==> src/pkg/csd_pkg.sv <==
package csd_pkg;

	////////////////////////////////////////////////////////////////////////
	// Register byte offsets on the Avalon-MM slave.
	localparam logic [5:0] CSD_OFF_INSTR = 6'h00;
	localparam logic [5:0] CSD_OFF_WORK = 6'h04;
	localparam logic [5:0] CSD_OFF_BANK = 6'h08;
	localparam logic [5:0] CSD_OFF_DATA = 6'h0C;
	localparam logic [5:0] CSD_OFF_INDEX = 6'h10;
	localparam logic [5:0] CSD_OFF_FLAGS = 6'h14;
	localparam logic [5:0] CSD_OFF_CTRL = 6'h18;
	localparam logic [5:0] CSD_OFF_STATUS = 6'h1C;
	localparam logic [5:0] CSD_OFF_ADDR = 6'h20;

	////////////////////////////////////////////////////////////////////////
	// Field positions.
	localparam int CSD_FLAG_CARRY = 0;
	localparam int CSD_FLAG_DIGIT = 1;
	localparam int CSD_CTRL_GO = 0;
	localparam int CSD_CTRL_TWO_WORD = 1;
	localparam int CSD_CTRL_EXT = 2;
	localparam int CSD_OP_BANK_BIT = 8;

	////////////////////////////////////////////////////////////////////////
	// Opcodes and addressing constants.
	localparam logic [6:0] CSD_OPC_GREATER = 7'h32;
	localparam logic [6:0] CSD_OPC_LESS = 7'h30;
	localparam logic [15:0] CSD_OPC_DECIMAL = 16'h0007;
	localparam logic [7:0] CSD_INDEXED_MAX = 8'h5F;
	localparam logic [7:0] CSD_ACCESS_SPLIT = 8'h60;
	localparam logic [3:0] CSD_ACCESS_HIGH_BANK = 4'hF;
	localparam logic [4:0] CSD_BCD_LIMIT = 5'h09;
	localparam logic [4:0] CSD_BCD_FIX = 5'h06;

	////////////////////////////////////////////////////////////////////////
	// Reset values.
	localparam logic [15:0] CSD_RST_INSTR = 16'h0000;
	localparam logic [7:0] CSD_RST_BYTE = 8'h00;
	localparam logic [3:0] CSD_RST_BANK = 4'h0;
	localparam logic [11:0] CSD_RST_ADDR = 12'h000;

	////////////////////////////////////////////////////////////////////////
	// Types.
	typedef enum logic [1:0] {
		CSD_OP_NONE = 2'b00,
		CSD_OP_GREATER = 2'b01,
		CSD_OP_LESS = 2'b11,
		CSD_OP_DECIMAL = 2'b10
	} csd_op_t;

	typedef enum logic [1:0] {
		CSD_ST_IDLE = 2'b00,
		CSD_ST_EXEC = 2'b01,
		CSD_ST_FLUSH = 2'b11
	} csd_state_t;

	typedef enum logic [1:0] {
		CSD_Q1 = 2'b00,
		CSD_Q2 = 2'b01,
		CSD_Q3 = 2'b11,
		CSD_Q4 = 2'b10
	} csd_phase_t;

	typedef struct packed {
		logic [5:0] address;
		logic read;
		logic write;
		logic [31:0] writedata;
	} csd_req_t;

	typedef struct packed {
		logic [1:0] cycles;
		logic unknown_op;
		logic indexed;
		logic skip;
		logic busy;
	} csd_status_t;

endpackage : csd_pkg

==> src/rtl/csd_core.sv <==
`timescale 1ns/1ps
`default_nettype none

module csd_core (
	// Clock and reset.
	input wire logic sys_clk,
	input wire logic sys_rst,
	// Avalon-MM slave.
	input wire logic [5:0] avs_address,
	input wire logic avs_read,
	input wire logic avs_write,
	input wire logic [31:0] avs_writedata,
	output logic [31:0] avs_readdata,
	output logic avs_waitrequest,
	// Fetch pipeline control.
	output logic cancel_fetch
);
	import csd_pkg::*;

	////////////////////////////////////////////////////////////////////////
	csd_req_t req;
	logic [31:0] readdata_q;
	logic waitrequest_q;
	logic bus_take;
	logic [15:0] instr_q;
	logic [7:0] working_register_q;
	logic [3:0] bank_select_register_q;
	logic [7:0] data_q;
	logic [11:0] index_q;
	logic carry_q;
	logic digit_carry_flag_q;
	logic two_word_q;
	logic ext_q;
	csd_state_t state_q;
	csd_phase_t phase_q;
	csd_op_t op_q;
	csd_status_t status_q;
	logic [11:0] addr_q;
	logic [7:0] operand_q;
	logic skip_q;
	logic [1:0] flush_left_q;
	logic cancel_q;
	logic [8:0] diff;
	logic [4:0] low_sum;
	logic [4:0] high_base;
	logic [4:0] high_sum;
	logic [7:0] adjusted;
	logic adjust_carry;
	logic go;
	logic q4_end;

	assign req = '{address: avs_address, read: avs_read,
		write: avs_write, writedata: avs_writedata};
	assign avs_readdata = readdata_q;
	assign avs_waitrequest = waitrequest_q;
	assign cancel_fetch = cancel_q;

	////////////////////////////////////////////////////////////////////////
	// Each access is answered on the second edge; the extra cycle keeps
	// read data registered and lets waitrequest come from a flip-flop.
	assign bus_take = (req.read | req.write) & ~waitrequest_q;

	always_ff @(posedge sys_clk) begin
		if (sys_rst) begin
			waitrequest_q <= 1'b1;
		end else if ((req.read | req.write) & waitrequest_q) begin
			waitrequest_q <= 1'b0;
		end else begin
			waitrequest_q <= 1'b1;
		end
	end

	always_ff @(posedge sys_clk) begin
		if (sys_rst) begin
			readdata_q <= 32'h0000_0000;
		end else if (req.read & waitrequest_q) begin
			unique case (req.address)
				CSD_OFF_INSTR: readdata_q <= {16'h0000, instr_q};
				CSD_OFF_WORK: readdata_q <= {24'h000000, working_register_q};
				CSD_OFF_BANK: readdata_q <= {28'h0000000, bank_select_register_q};
				CSD_OFF_DATA: readdata_q <= {24'h000000, data_q};
				CSD_OFF_INDEX: readdata_q <= {20'h00000, index_q};
				CSD_OFF_FLAGS: begin
					readdata_q <= 32'h0000_0000;
					readdata_q[CSD_FLAG_CARRY] <= carry_q;
					readdata_q[CSD_FLAG_DIGIT] <= digit_carry_flag_q;
				end
				CSD_OFF_CTRL: begin
					// The go bit is a strobe and always reads back as zero.
					readdata_q <= 32'h0000_0000;
					readdata_q[CSD_CTRL_TWO_WORD] <= two_word_q;
					readdata_q[CSD_CTRL_EXT] <= ext_q;
				end
				CSD_OFF_STATUS: readdata_q <= {26'h0000000, status_q};
				CSD_OFF_ADDR: readdata_q <= {20'h00000, addr_q};
				default: readdata_q <= 32'h0000_0000;
			endcase
		end
	end

	////////////////////////////////////////////////////////////////////////
	// Software-owned registers. Writes land while idle only, so the
	// operands of a running instruction cannot shift under it.
	always_ff @(posedge sys_clk) begin
		if (sys_rst) begin
			instr_q <= CSD_RST_INSTR;
			bank_select_register_q <= CSD_RST_BANK;
			data_q <= CSD_RST_BYTE;
			index_q <= CSD_RST_ADDR;
			two_word_q <= 1'b0;
			ext_q <= 1'b0;
		end else if (bus_take & req.write & (state_q == CSD_ST_IDLE)) begin
			unique case (req.address)
				CSD_OFF_INSTR: instr_q <= req.writedata[15:0];
				CSD_OFF_BANK: bank_select_register_q <= req.writedata[3:0];
				CSD_OFF_DATA: data_q <= req.writedata[7:0];
				CSD_OFF_INDEX: index_q <= req.writedata[11:0];
				CSD_OFF_CTRL: begin
					two_word_q <= req.writedata[CSD_CTRL_TWO_WORD];
					ext_q <= req.writedata[CSD_CTRL_EXT];
				end
				default: ;
			endcase
		end
	end

	assign go = bus_take & req.write & (req.address == CSD_OFF_CTRL) &
		req.writedata[CSD_CTRL_GO] & (state_q == CSD_ST_IDLE);
	assign q4_end = (phase_q == CSD_Q4);

	////////////////////////////////////////////////////////////////////////
	// Sequencer: one sys_clk per quarter, four quarters per cycle.
	always_ff @(posedge sys_clk) begin
		if (sys_rst) begin
			state_q <= CSD_ST_IDLE;
			phase_q <= CSD_Q1;
			flush_left_q <= 2'h0;
			cancel_q <= 1'b0;
		end else begin
			unique case (state_q)
				CSD_ST_IDLE: begin
					phase_q <= CSD_Q1;
					if (go) begin
						state_q <= CSD_ST_EXEC;
					end
				end
				CSD_ST_EXEC: begin
					phase_q <= csd_phase_t'({phase_q[0], ~phase_q[1]});
					if (q4_end) begin
						if (skip_q) begin
							state_q <= CSD_ST_FLUSH;
							cancel_q <= 1'b1;
							flush_left_q <= two_word_q ? 2'h2 : 2'h1;
						end else begin
							state_q <= CSD_ST_IDLE;
						end
					end
				end
				CSD_ST_FLUSH: begin
					// Idle quarters stand in for the discarded words.
					phase_q <= csd_phase_t'({phase_q[0], ~phase_q[1]});
					if (q4_end) begin
						flush_left_q <= flush_left_q - 2'h1;
						if (flush_left_q == 2'h1) begin
							state_q <= CSD_ST_IDLE;
							cancel_q <= 1'b0;
						end
					end
				end
				default: state_q <= CSD_ST_IDLE;
			endcase
		end
	end

	////////////////////////////////////////////////////////////////////////
	// Datapath: subtraction and decimal correction.
	// The high nibble takes the digit carry flag itself, not the carry out of
	// the low nibble, so a wrap in the low nibble never ripples upward.
	assign diff = {1'b0, operand_q} - {1'b0, working_register_q};
	always_comb begin
		low_sum = {1'b0, working_register_q[3:0]};
		if ((low_sum > CSD_BCD_LIMIT) | digit_carry_flag_q) begin
			low_sum = low_sum + CSD_BCD_FIX;
		end
		high_base = {1'b0, working_register_q[7:4]} + {4'h0, digit_carry_flag_q};
		high_sum = high_base;
		if ((high_base > CSD_BCD_LIMIT) | carry_q) begin
			high_sum = high_base + CSD_BCD_FIX;
		end
		adjusted = {high_sum[3:0], low_sum[3:0]};
		adjust_carry = high_sum[4] | carry_q;
	end

	always_ff @(posedge sys_clk) begin
		if (sys_rst) begin
			op_q <= CSD_OP_NONE;
			addr_q <= CSD_RST_ADDR;
			operand_q <= CSD_RST_BYTE;
			skip_q <= 1'b0;
			status_q <= '0;
		end else begin
			status_q.busy <= (state_q != CSD_ST_IDLE) | go;
			if (go) begin
				skip_q <= 1'b0;
				status_q.skip <= 1'b0;
				status_q.cycles <= 2'h1;
			end
			if ((state_q == CSD_ST_FLUSH) & q4_end) begin
				status_q.cycles <= status_q.cycles + 2'h1;
			end
			if (state_q == CSD_ST_EXEC) begin
				unique case (phase_q)
					CSD_Q1: begin
						// Decode and address formation.
						if (instr_q[15:9] == CSD_OPC_GREATER) begin
							op_q <= CSD_OP_GREATER;
						end else if (instr_q[15:9] == CSD_OPC_LESS) begin
							op_q <= CSD_OP_LESS;
						end else if (instr_q == CSD_OPC_DECIMAL) begin
							op_q <= CSD_OP_DECIMAL;
						end else begin
							op_q <= CSD_OP_NONE;
						end
						// An opcode outside the three still spends four quarters,
						// so software sees one timing and only this flag differs.
						status_q.unknown_op <= (instr_q[15:9] != CSD_OPC_GREATER) &
							(instr_q[15:9] != CSD_OPC_LESS) &
							(instr_q != CSD_OPC_DECIMAL);
						status_q.indexed <= 1'b0;
						if (instr_q[CSD_OP_BANK_BIT]) begin
							addr_q <= {bank_select_register_q, instr_q[7:0]};
						end else if (ext_q & (instr_q[15:9] == CSD_OPC_GREATER) &
							(instr_q[7:0] <= CSD_INDEXED_MAX)) begin
							addr_q <= index_q + {4'h0, instr_q[7:0]};
							status_q.indexed <= 1'b1;
						end else if (instr_q[7:0] < CSD_ACCESS_SPLIT) begin
							addr_q <= {4'h0, instr_q[7:0]};
						end else begin
							addr_q <= {CSD_ACCESS_HIGH_BANK, instr_q[7:0]};
						end
					end
					CSD_Q2: begin
						// The file byte is taken in the second quarter.
						operand_q <= data_q;
					end
					CSD_Q3: begin
						unique case (op_q)
							CSD_OP_GREATER: begin
								skip_q <= ~diff[8] & (diff[7:0] != 8'h00);
								status_q.skip <= ~diff[8] & (diff[7:0] != 8'h00);
							end
							CSD_OP_LESS: begin
								skip_q <= diff[8];
								status_q.skip <= diff[8];
							end
							default: skip_q <= 1'b0;
						endcase
					end
					CSD_Q4: ;
				endcase
			end
		end
	end

	////////////////////////////////////////////////////////////////////////
	// Working register and flags. Only decimal adjust writes the working register and carry from
	// the sequencer; compares leave every flag alone.
	always_ff @(posedge sys_clk) begin
		if (sys_rst) begin
			working_register_q <= CSD_RST_BYTE;
			carry_q <= 1'b0;
			digit_carry_flag_q <= 1'b0;
		end else if ((state_q == CSD_ST_EXEC) & q4_end &
			(op_q == CSD_OP_DECIMAL)) begin
			working_register_q <= adjusted;
			carry_q <= adjust_carry;
		end else if (bus_take & req.write & (state_q == CSD_ST_IDLE)) begin
			if (req.address == CSD_OFF_WORK) begin
				working_register_q <= req.writedata[7:0];
			end
			if (req.address == CSD_OFF_FLAGS) begin
				carry_q <= req.writedata[CSD_FLAG_CARRY];
				digit_carry_flag_q <= req.writedata[CSD_FLAG_DIGIT];
			end
		end
	end

endmodule : csd_core

`default_nettype wire

==> config.mk <==
export PLATFORM = sky130hd
export DESIGN_NAME = csd_core
export DESIGN_NICKNAME = d
export VERILOG_FILES = /design/src/pkg/csd_pkg.sv /design/src/rtl/csd_core.sv
export SDC_FILE = /design/constraint.sdc
export NUM_CORES = 1
export LEC_CHECK = 0
export BUFFER_PORTS_ARGS = -buffer_cell sky130_fd_sc_hd__buf_4
export CORE_MARGIN = 10
export CORE_UTILIZATION = 53
export CTS_CLUSTER_SIZE = 8
export DETAILED_ROUTE_END_ITERATION = 10
export PLACE_DENSITY = 0.77
export SLEW_MARGIN = 20
export SYNTH_ARGS = -nofsm -noshare
export SYNTH_HDL_FRONTEND = slang
export SYNTH_SLANG_ARGS = --single-unit
==> constraint.sdc <==
create_clock -name sys_clk -period 2.25 [get_ports sys_clk]
set_input_delay 0.5625 -clock sys_clk [delete_from_list [all_inputs] [get_ports sys_clk]]
set_output_delay 0.5625 -clock sys_clk [all_outputs]
set_load 0.01 [all_outputs]
**After elaboration in Yosys (flattened, before gate mapping)**

Cells that the tools add are included.

- Bitwise logic cells: 25
- Muxes and demuxes: 44
- Reduce and logical (&&, ||, !) cells: 26
- Magnitude comparators: 4
- Add/sub/neg operators: 7
- Equality and inequality tests: 29

Operators by type and width:

| operator | count |
|---|---|
| $pmux 16 s9 | 1 |
| $mux 12 | 3 |
| $mux 2 | 13 |
| $eq 6x5->1 const B | 4 |
| $mux 8 | 3 |
| $reduce_and 2->1 | 9 |
| $and 1x1->1 | 16 |
| $eq 16x3->1 const B | 1 |
| $mux 1 | 16 |
| $ne 16x3->1 const B | 1 |
| $eq 7x6->1 const B | 2 |
| $ne 7x6->1 const B | 2 |
| $reduce_bool 2->1 | 7 |
| $add 12x8->12 | 1 |
| $eq 6x4->1 const B | 2 |
| $ne 2x2->1 const B | 6 |
| $eq 2x2->1 const B | 5 |
| $sub 8x8->9 | 1 |
| $eq 2x1->1 const B | 4 |
| $le 8x7->1 const B | 1 |
| $lt 8x7->1 const B | 1 |
| $pmux 2 s2 | 2 |
| $reduce_and 4->1 | 2 |
| $reduce_bool 8->1 | 1 |
| other kinds (20) | 31 |

- Word-level logic and storage cells: 160
- Register bits after elaboration: 121
- Input port bits: 42
- Output and inout bits: 34

**Logic depth before layout (Yosys ltp)**

Gate-level depths: netlist (run 1).

- Depth after elaboration: 10
- Depth in mapped cells: 9
- Mapped depth without buffers: 9

**Worst setup path after synthesis (run 1)**

Ideal clock, no wire load.

- Path type: register to register
- From: reg digit_carry_flag_q
- To: reg working_register_q[6]
- Slack: 0.067 ns
- Data arrival time: 2.069 ns
- Data required time: 2.135 ns
- Stages on the path, launching flop included: 9
- Clock period less this slack: 2.183 ns
- Setup time: 0.115 ns
- Path buffers: 0
- Cells stage by stage: dfxtp_1 -> ha_1 -> ha_1 -> xnor2_1 -> ha_1 -> a21boi_0 -> o31ai_1 -> and3_1 -> a2111oi_0

- Cells in the longest elaborated chain, start to end: 5
- Elaborated cells on any way between the ends: 6
- Classes of those cells: add/sub: 2; order compare: 1; mux: 2; bitwise: 1

Ends and longest elaborated chain:

| what | line | text |
|---|---|---|
| start, declared | csd_core.sv:31 | `logic digit_carry_flag_q;` |
| start signal, assigned | csd_core.sv:283 | `digit_carry_flag_q <= req.writedata[CSD_FLAG_DIGIT];` |
| $add 4x1->5 * | csd_core.sv:185 | `high_base = {1'b0, working_register_q[7:4]} + {4'h0, digit_carry_flag_q};` |
| $gt 5x4->1 | csd_core.sv:187 | `if ((high_base > CSD_BCD_LIMIT) \| carry_q) begin` |
| $or 1x1->1 | csd_core.sv:187 |  |
| $mux 5 * | csd_core.sv:187 |  |
| $mux 8 * | csd_core.sv:273 | `end else if ((state_q == CSD_ST_EXEC) & q4_end &` |
| end signal, assigned | csd_core.sv:275 | `working_register_q <= adjusted;` |
| end signal, assigned | csd_core.sv:279 | `working_register_q <= req.writedata[7:0];` |
| end, declared | csd_core.sv:26 | `logic [7:0] working_register_q;` |

Every way passes the cells marked *; elsewhere a longest branch is shown, timed or not.
A chain may end at the register's enable or synchronous reset.

**Final worst setup path (run 1)**

- From: reg working_register_q[4]
- To: reg working_register_q[6]

- Cells in the longest elaborated chain, start to end: 5
- Elaborated cells on any way between the ends: 6
- Classes of those cells: add/sub: 2; order compare: 1; mux: 2; bitwise: 1

Ends and longest elaborated chain:

| what | line |
|---|---|
| $add 4x1->5 * | csd_core.sv:185 |
| $gt 5x4->1 | csd_core.sv:187 |
| $or 1x1->1 | csd_core.sv:187 |
| $mux 5 * | csd_core.sv:187 |
| $mux 8 * | csd_core.sv:273 |

Marks and branches as above.

==> results.yml, run 1 <==
route:
  vias: 5764
  drt_iter0_drc: 664
  wl_um: 17100
  drc_errors: 0
  ant_nets: 0
  via_per_inst: 6.11
  wl_per_cell_um: 18.1
  dr.pass1.iters: 7
sta:
  skew_ns: 0.00899
  slew_viol_final: 0
  worst_pin_slew_ns: 0.578
  max_clock_freq_ghz: 0.468
  slew_headroom: 0.615
  min_period_over_period: 0.949
  whs_ns: 0.381
  final.setup.tns_ns: 0
  setup_viol: 0
  fin_crit_ns: 2.14
  hold_violations: 0
placed_design:
  port_buffers: 43
  gp_congestion: 0.908
  dp_hpwl_um: 13000
cells_and_area:
  layout.nets: 869
  antennaDiodeCount: 0
  syn_to_final_growth_pct: 17.9
  drive_above_1_share: 0.188
synth:
  postSynthCellCount: 725
  synth.avg_cell_area_um2: 7.91
  synthAdderAreaFrac: 0.0550
  synth_compound_area_frac: 0.231
  synthXorXnorAreaFrac: 0.0153
  yosys.area_share.simple: 0.246
  synth_mux_area_frac: 0.0227
  synth_seq_cells: 105
  synthesis.area_um2: 5740
  synth_top_family_by_area: "simple AND/OR/NAND/NOR gates"
  ys.flop_type: "dfxtp_1"
  seq_area_frac_synth: 0.366
  yosysUniqueCellTypes: 67
  synthArstFlopShare: 0
  yosys_warnings: 0
  synth-edff-count: 0
cts:
  worst_skew_pair.late_latency_ns: 0.38
  cts_sinks: 105
  root_buffer: "clkbuf_8"
  cts_made_buffers: 9
  htree_levels: 3
  cts_buffer_depth: 2
  path_clk_slew_ns: 0.10
  postCtsHoldBufs: 0
  cts_tree: "done"
floorplanning:
  row_count: 37
  start_util: 0.551
  die_h_um: 124
  coreArea_um2: 10400
  io_pins: 76
  die_w_um: 124
  die_area_um2: 15400
setup_path:
  cpPeakStageDelay_ns: 0.34
  cp.arrival_ns: 2.41
  crit_path_frequent_cell: "ha_2"
  path_max_fanout: 4
  cp_cell_sequence: "ha_2 -> ha_4 -> xnor2_2 -> ha_2 -> a21boi_2 -> o31ai_2 -> and3_1 -> a2111oi_2"
  critPathKind: "reg2reg"
  worst_ep_required_time_ns: 2.53
  slowest_stage: "dfxtp_1"
  critPathLaunchType: "flip-flop"
  end_kind: "flip-flop"
global_routing:
  grt_pass1_wl_um: 27000
  antenna_found_initial: 0
  track_usage: 0.220
  grt_overflow: 0
  grt_max_degree: 39
  grt_pass1_vias: 5379
power_and_ir_drop:
  power.density_nw_per_um2: 484
  ir_drop_mv: 0.323
  leakage_nw: 2.48
  total_power_mw: 3.27
worst_hold_path:
  hold_class: "in2reg"
status:
  outcome: "completed"
job:
  cap_violations: 0
cell type report:
type / count / area (um2)
inverter: 19 / 71.3
sequential: 105 / 2100
tap: 136 / 170
fill: 882 / 3650
timing repair buffer: 106 / 808
clock buffer: 12 / 145
clock inverter: 4 / 51.3
multi-input combinational: 562 / 3410
routing by layer:
metal / GRT usage / routed length (um)
met5: 0 / 0
met3: 0.0312 / 1400
met1: 0.269 / 6780
met2: 0.383 / 8460
met4: 0.0799 / 438
flip-flops by register name, summed over array words and instances (netlist names), 4 cells and up:
register                count
avs_readdata               16
bank_select_register_q      4
operand_q                   8
data_q                      8
working_register_q          8
instr_q                    16
index_q                    12
status_q                    6
addr_q                     12
cells by family after synthesis:
kind of cell             after synthesis
AND/OR/NAND/NOR                      286
XOR/XNOR                              10
flip-flops                           105
adder cells (fa/ha/maj)               24
buffers and inverters                 73
AO/OA/AOI/OAI                        213
other                                  1
multiplexers                          13
cells in the final DEF (no fill, tap or decap), drive strengths merged, types with 9 or more instances in the layout:
cell | synthesis | final
nor3 | 13 | 13
o21ai | 28 | 28
xnor2 | 9 | 9
dfxtp | 105 | 105
inv | 19 | 20
a22oi | 13 | 13
conb | 1 | 16
clkbuf | 23 | 12
mux2i | 13 | 13
nand2 | 119 | 119
nor2b | 11 | 11
buf | 31 | 106
nand3 | 35 | 35
nor2 | 54 | 54
a21oi | 102 | 102
a222oi | 13 | 13
ha | 22 | 22
repair_timing:
item	in CTS	in global routing
gates cloned	0	0
gates resized for setup	3	19
buffers inserted	0	2
setup endpoints to repair	4	8
pin swaps	1	7
critical path, delay by kind of cell (launching register included):
| kind | cells | cell delay, ns |
|---|---|---|
| and+or+nand+nor | 1 | 0.21 |
| DFF | 1 | 0.34 |
| AOI/OAI and AO/OA | 3 | 0.62 |
| xor gates and xnor gates | 1 | 0.23 |
| adders and majority gates | 3 | 0.63 |
cells in the mapped netlist, types with 11 or more instances:
library cell	count	area, um2
nand2_1	119	447
dfxtp_1	105	2100
a21oi_1	102	510
nor2_1	52	195
nand3_1	34	170
o21ai_0	28	140
clkbuf_1	23	86.3
ha_1	22	275
inv_1	19	71.3
buf_4	18	135
a222oi_1	13	130
a22oi_1	13	97.6
mux2i_1	13	130
nor2b_1	11	68.8
power breakdown:
group / switching, mW / total [mW] / internal (mW)
Clock: 0.660 / 1.21 / 0.549
Sequential: 0.00559 / 1.87 / 1.86
Combinational: 0.128 / 0.194 / 0.0663
Total: 0.793 / 3.27 / 2.48
stage by stage:
step | instance area (um2) | util | cells | worst slack (ns)
2_1_floorplan | 5790 | - | 740 | 0.0668
3_3_place_gp | 6480 | 0.622 | 926 | -0.0751
3_5_place_dp | 6480 | 0.622 | 926 | -0.137
4_1_cts | 6680 | 0.642 | 942 | 0.00189
5_1_grt | 6760 | 0.649 | 944 | -0.0541
6_report | 6760 | 0.649 | 944 | 0.115
path summary, 6_finish.rpt:
path	from	end	slack, ns	depth (start not counted)
setup / recovery	working_register_q[4]$_SDFFE_PP0P_	working_register_q[6]$_SDFFE_PP0P_	0.11	8
hold / removal	avs_read	avs_waitrequest$_SDFF_PP1_	0.38	2
setup reg to reg	working_register_q[4]$_SDFFE_PP0P_	working_register_q[6]$_SDFFE_PP0P_	0.11	8
hold reg to reg	avs_readdata[13]$_SDFFE_PP0P_	avs_readdata[13]$_SDFFE_PP0P_	0.46	2
Power figures use the tool's default switching activity.
==> inputs of run 2 (changes only) <==
REMOVE_ABC_BUFFERS = 1   (was unset)
==> run 2 against run 1 <==
Net effect:
- routed wire length increased by 1.2%
- power increased by 0.67%
- largest power group unchanged
- highest routed layer unchanged
- clock power about the same
- register-to-register slack got worse by 0.06 ns
- non-clock buffer count increased by 2
- die area unchanged
- largest cell class unchanged
- first-iteration DRC count increased by 1.1%
- utilization increased by 1.0 points
==> results.yml, run 2 (synthesized netlist as in run 1, its figures left out) <==
setup_path:
  end_kind: "flip-flop"
  worst_ep_required_time_ns: 2.56
  critPathBufInv: 0
  cp_cell_sequence: "ha_1 -> a211oi_2 -> o21ai_0 -> and2_1 -> or4b_1 -> a31oi_2 -> o21bai_1"
  critPathLaunchType: "flip-flop"
  cp.arrival_ns: 2.51
  rr_endpoint: "addr_q[11]$_SDFFE_PP0P_"
  rrSetupSlack_ns: 0.06
  cpPeakStageDelay_ns: 0.49
  reg2reg_from: "instr_q[1]$_SDFFE_PP0P_"
  slowest_stage: "or4b_1"
  startpoint: "instr_q[1]$_SDFFE_PP0P_"
  cp_top_family: "compound AO/OA/AOI/OAI gates"
  ff2ff_path_depth: 7
  critPathKind: "reg2reg"
  path_max_fanout: 4
floorplanning:
  coreArea_um2: 10400
  die_area_um2: 15400
  die_w_um: 124
  die_h_um: 124
  io_pins: 76
  row_count: 37
  start_util: 0.551
cts:
  cts_sinks: 105
  htree_levels: 3
  cts_made_buffers: 9
  cts_tree: "done"
  postCtsHoldBufs: 0
  root_buffer: "clkbuf_8"
  cts_buffer_depth: 2
  worst_skew_pair.late_latency_ns: 0.38
  path_clk_slew_ns: 0.11
global_routing:
  track_usage: 0.220
  grt_pass1_vias: 5472
  grt_overflow: 0
  antenna_found_initial: 0
  grt_pass1_wl_um: 27300
  grt_max_degree: 48
worst_hold_path:
  min_to: "avs_waitrequest$_SDFF_PP1_"
  hold_class: "in2reg"
  hold_depth: 2
  hold_start: "avs_read"
cells_and_area:
  drive_above_1_share: 0.193
  antennaDiodeCount: 0
  fin_area_um2: 6870
  final_core_util: 0.659
  layout.nets: 871
  regArea_um2: 2100
  multi_input_area_um2: 3460
  final_cell_mix: "nand2_1, dfxtp_1, buf_4"
  nFillCells: 869
  syn_to_final_growth_pct: 19.7
  layout_commonest_cell: "nand2_1"
sta:
  skew_ns: 0.00913
  worst_slack_ns: 0.0563
  worst_pin_slew_ns: 0.493
  fin_crit_ns: 2.19
  slew_headroom: 0.663
  min_period_over_period: 0.975
  slew_viol_final: 0
  whs_ns: 0.392
  hold_violations: 0
  setup_viol: 0
  max_clock_freq_ghz: 0.456
route:
  ant_nets: 0
  drt_iter0_drc: 671
  wl_per_cell_um: 18.3
  drc_errors: 0
  via_per_inst: 6.16
  dr.pass1.iters: 7
  wl_um: 17300
  vias: 5832
power_and_ir_drop:
  power.density_nw_per_um2: 479
  swShare: 0.255
  total_power_mw: 3.29
  p_sw_uw: 839
  p_int_mw: 2.45
  clkPwrFrac: 0.375
  ir_drop_mv: 0.348
  pwr-share-comb: 0.058
  p_seq_frac: 0.567
  leakage_nw: 2.52
status:
  outcome: "completed"
placed_design:
  port_buffers: 43
  gp_congestion: 0.900
  placed_area_um2: 6550
  pre_cts_slack_ns: -0.0955
  dp_hpwl_um: 12800
job:
  cap_violations: 0
run 2: layout make-up:
cell class / instances / share of cell area
inverters: 19 / 0.0104
repair buffers: 108 / 0.125
clock buffers: 9 / 0.0180
clock inverters: 7 / 0.0117
multi-input cells: 562 / 0.504
flip-flops and latches: 105 / 0.306
well taps: 136 / 0.0248
run 2: what timing repair did:
action	CTS	global route
buffers inserted	0	0
hold endpoints to repair	0	0
pin swaps	0	6
endpoints found under the setup margin	4	8
gates resized for setup	4	21
run 2: worst max path at each step:
stage	end	slack [ns]	cells past startpoint
2_1_floorplan	instr_q[0]$_SDFFE_PP0P_	-1.79	4
3_3_place_gp	index_q[9]$_SDFFE_PP0P_	-0.02	8
3_5_place_dp	working_register_q[6]$_SDFFE_PP0P_	-0.1	8
4_1_cts	status_q[1]$_SDFF_PP0_	0.0007	10
5_1_grt	skip_q$_SDFF_PP0_	-0.03	8
6_report	addr_q[11]$_SDFFE_PP0P_	0.06	7
run 2: per-stage QoR:
stage	TNS, ns	std cells
after floorplan	-87.47	686
after global placement	-0.0929	930
after detailed placement	-0.545	930
after CTS	0	946
after global routing	-0.0919	946
final	0	946
run 2: routing by layer:
metal / global-route usage / wire length [um] / up-vias
met5: 0 / 0 / -
met4: 0.0734 / 397 / 0
met3: 0.0357 / 1570 / 42
met2: 0.348 / 8040 / 302
met1: 0.298 / 7270 / 2739
li1: - / - / 2749
run 2: power by group through the flow:
stage | Combinational, mW | Clock (mW) | Sequential (mW)
after floorplan | 0.0561 | 0 | 1.91
after global placement | 0.179 | 0 | 1.91
after detailed placement | 0.183 | 0 | 1.91
after CTS | 0.184 | 1.23 | 1.87
after global routing | 0.204 | 1.30 | 1.87
final | 0.191 | 1.23 | 1.87
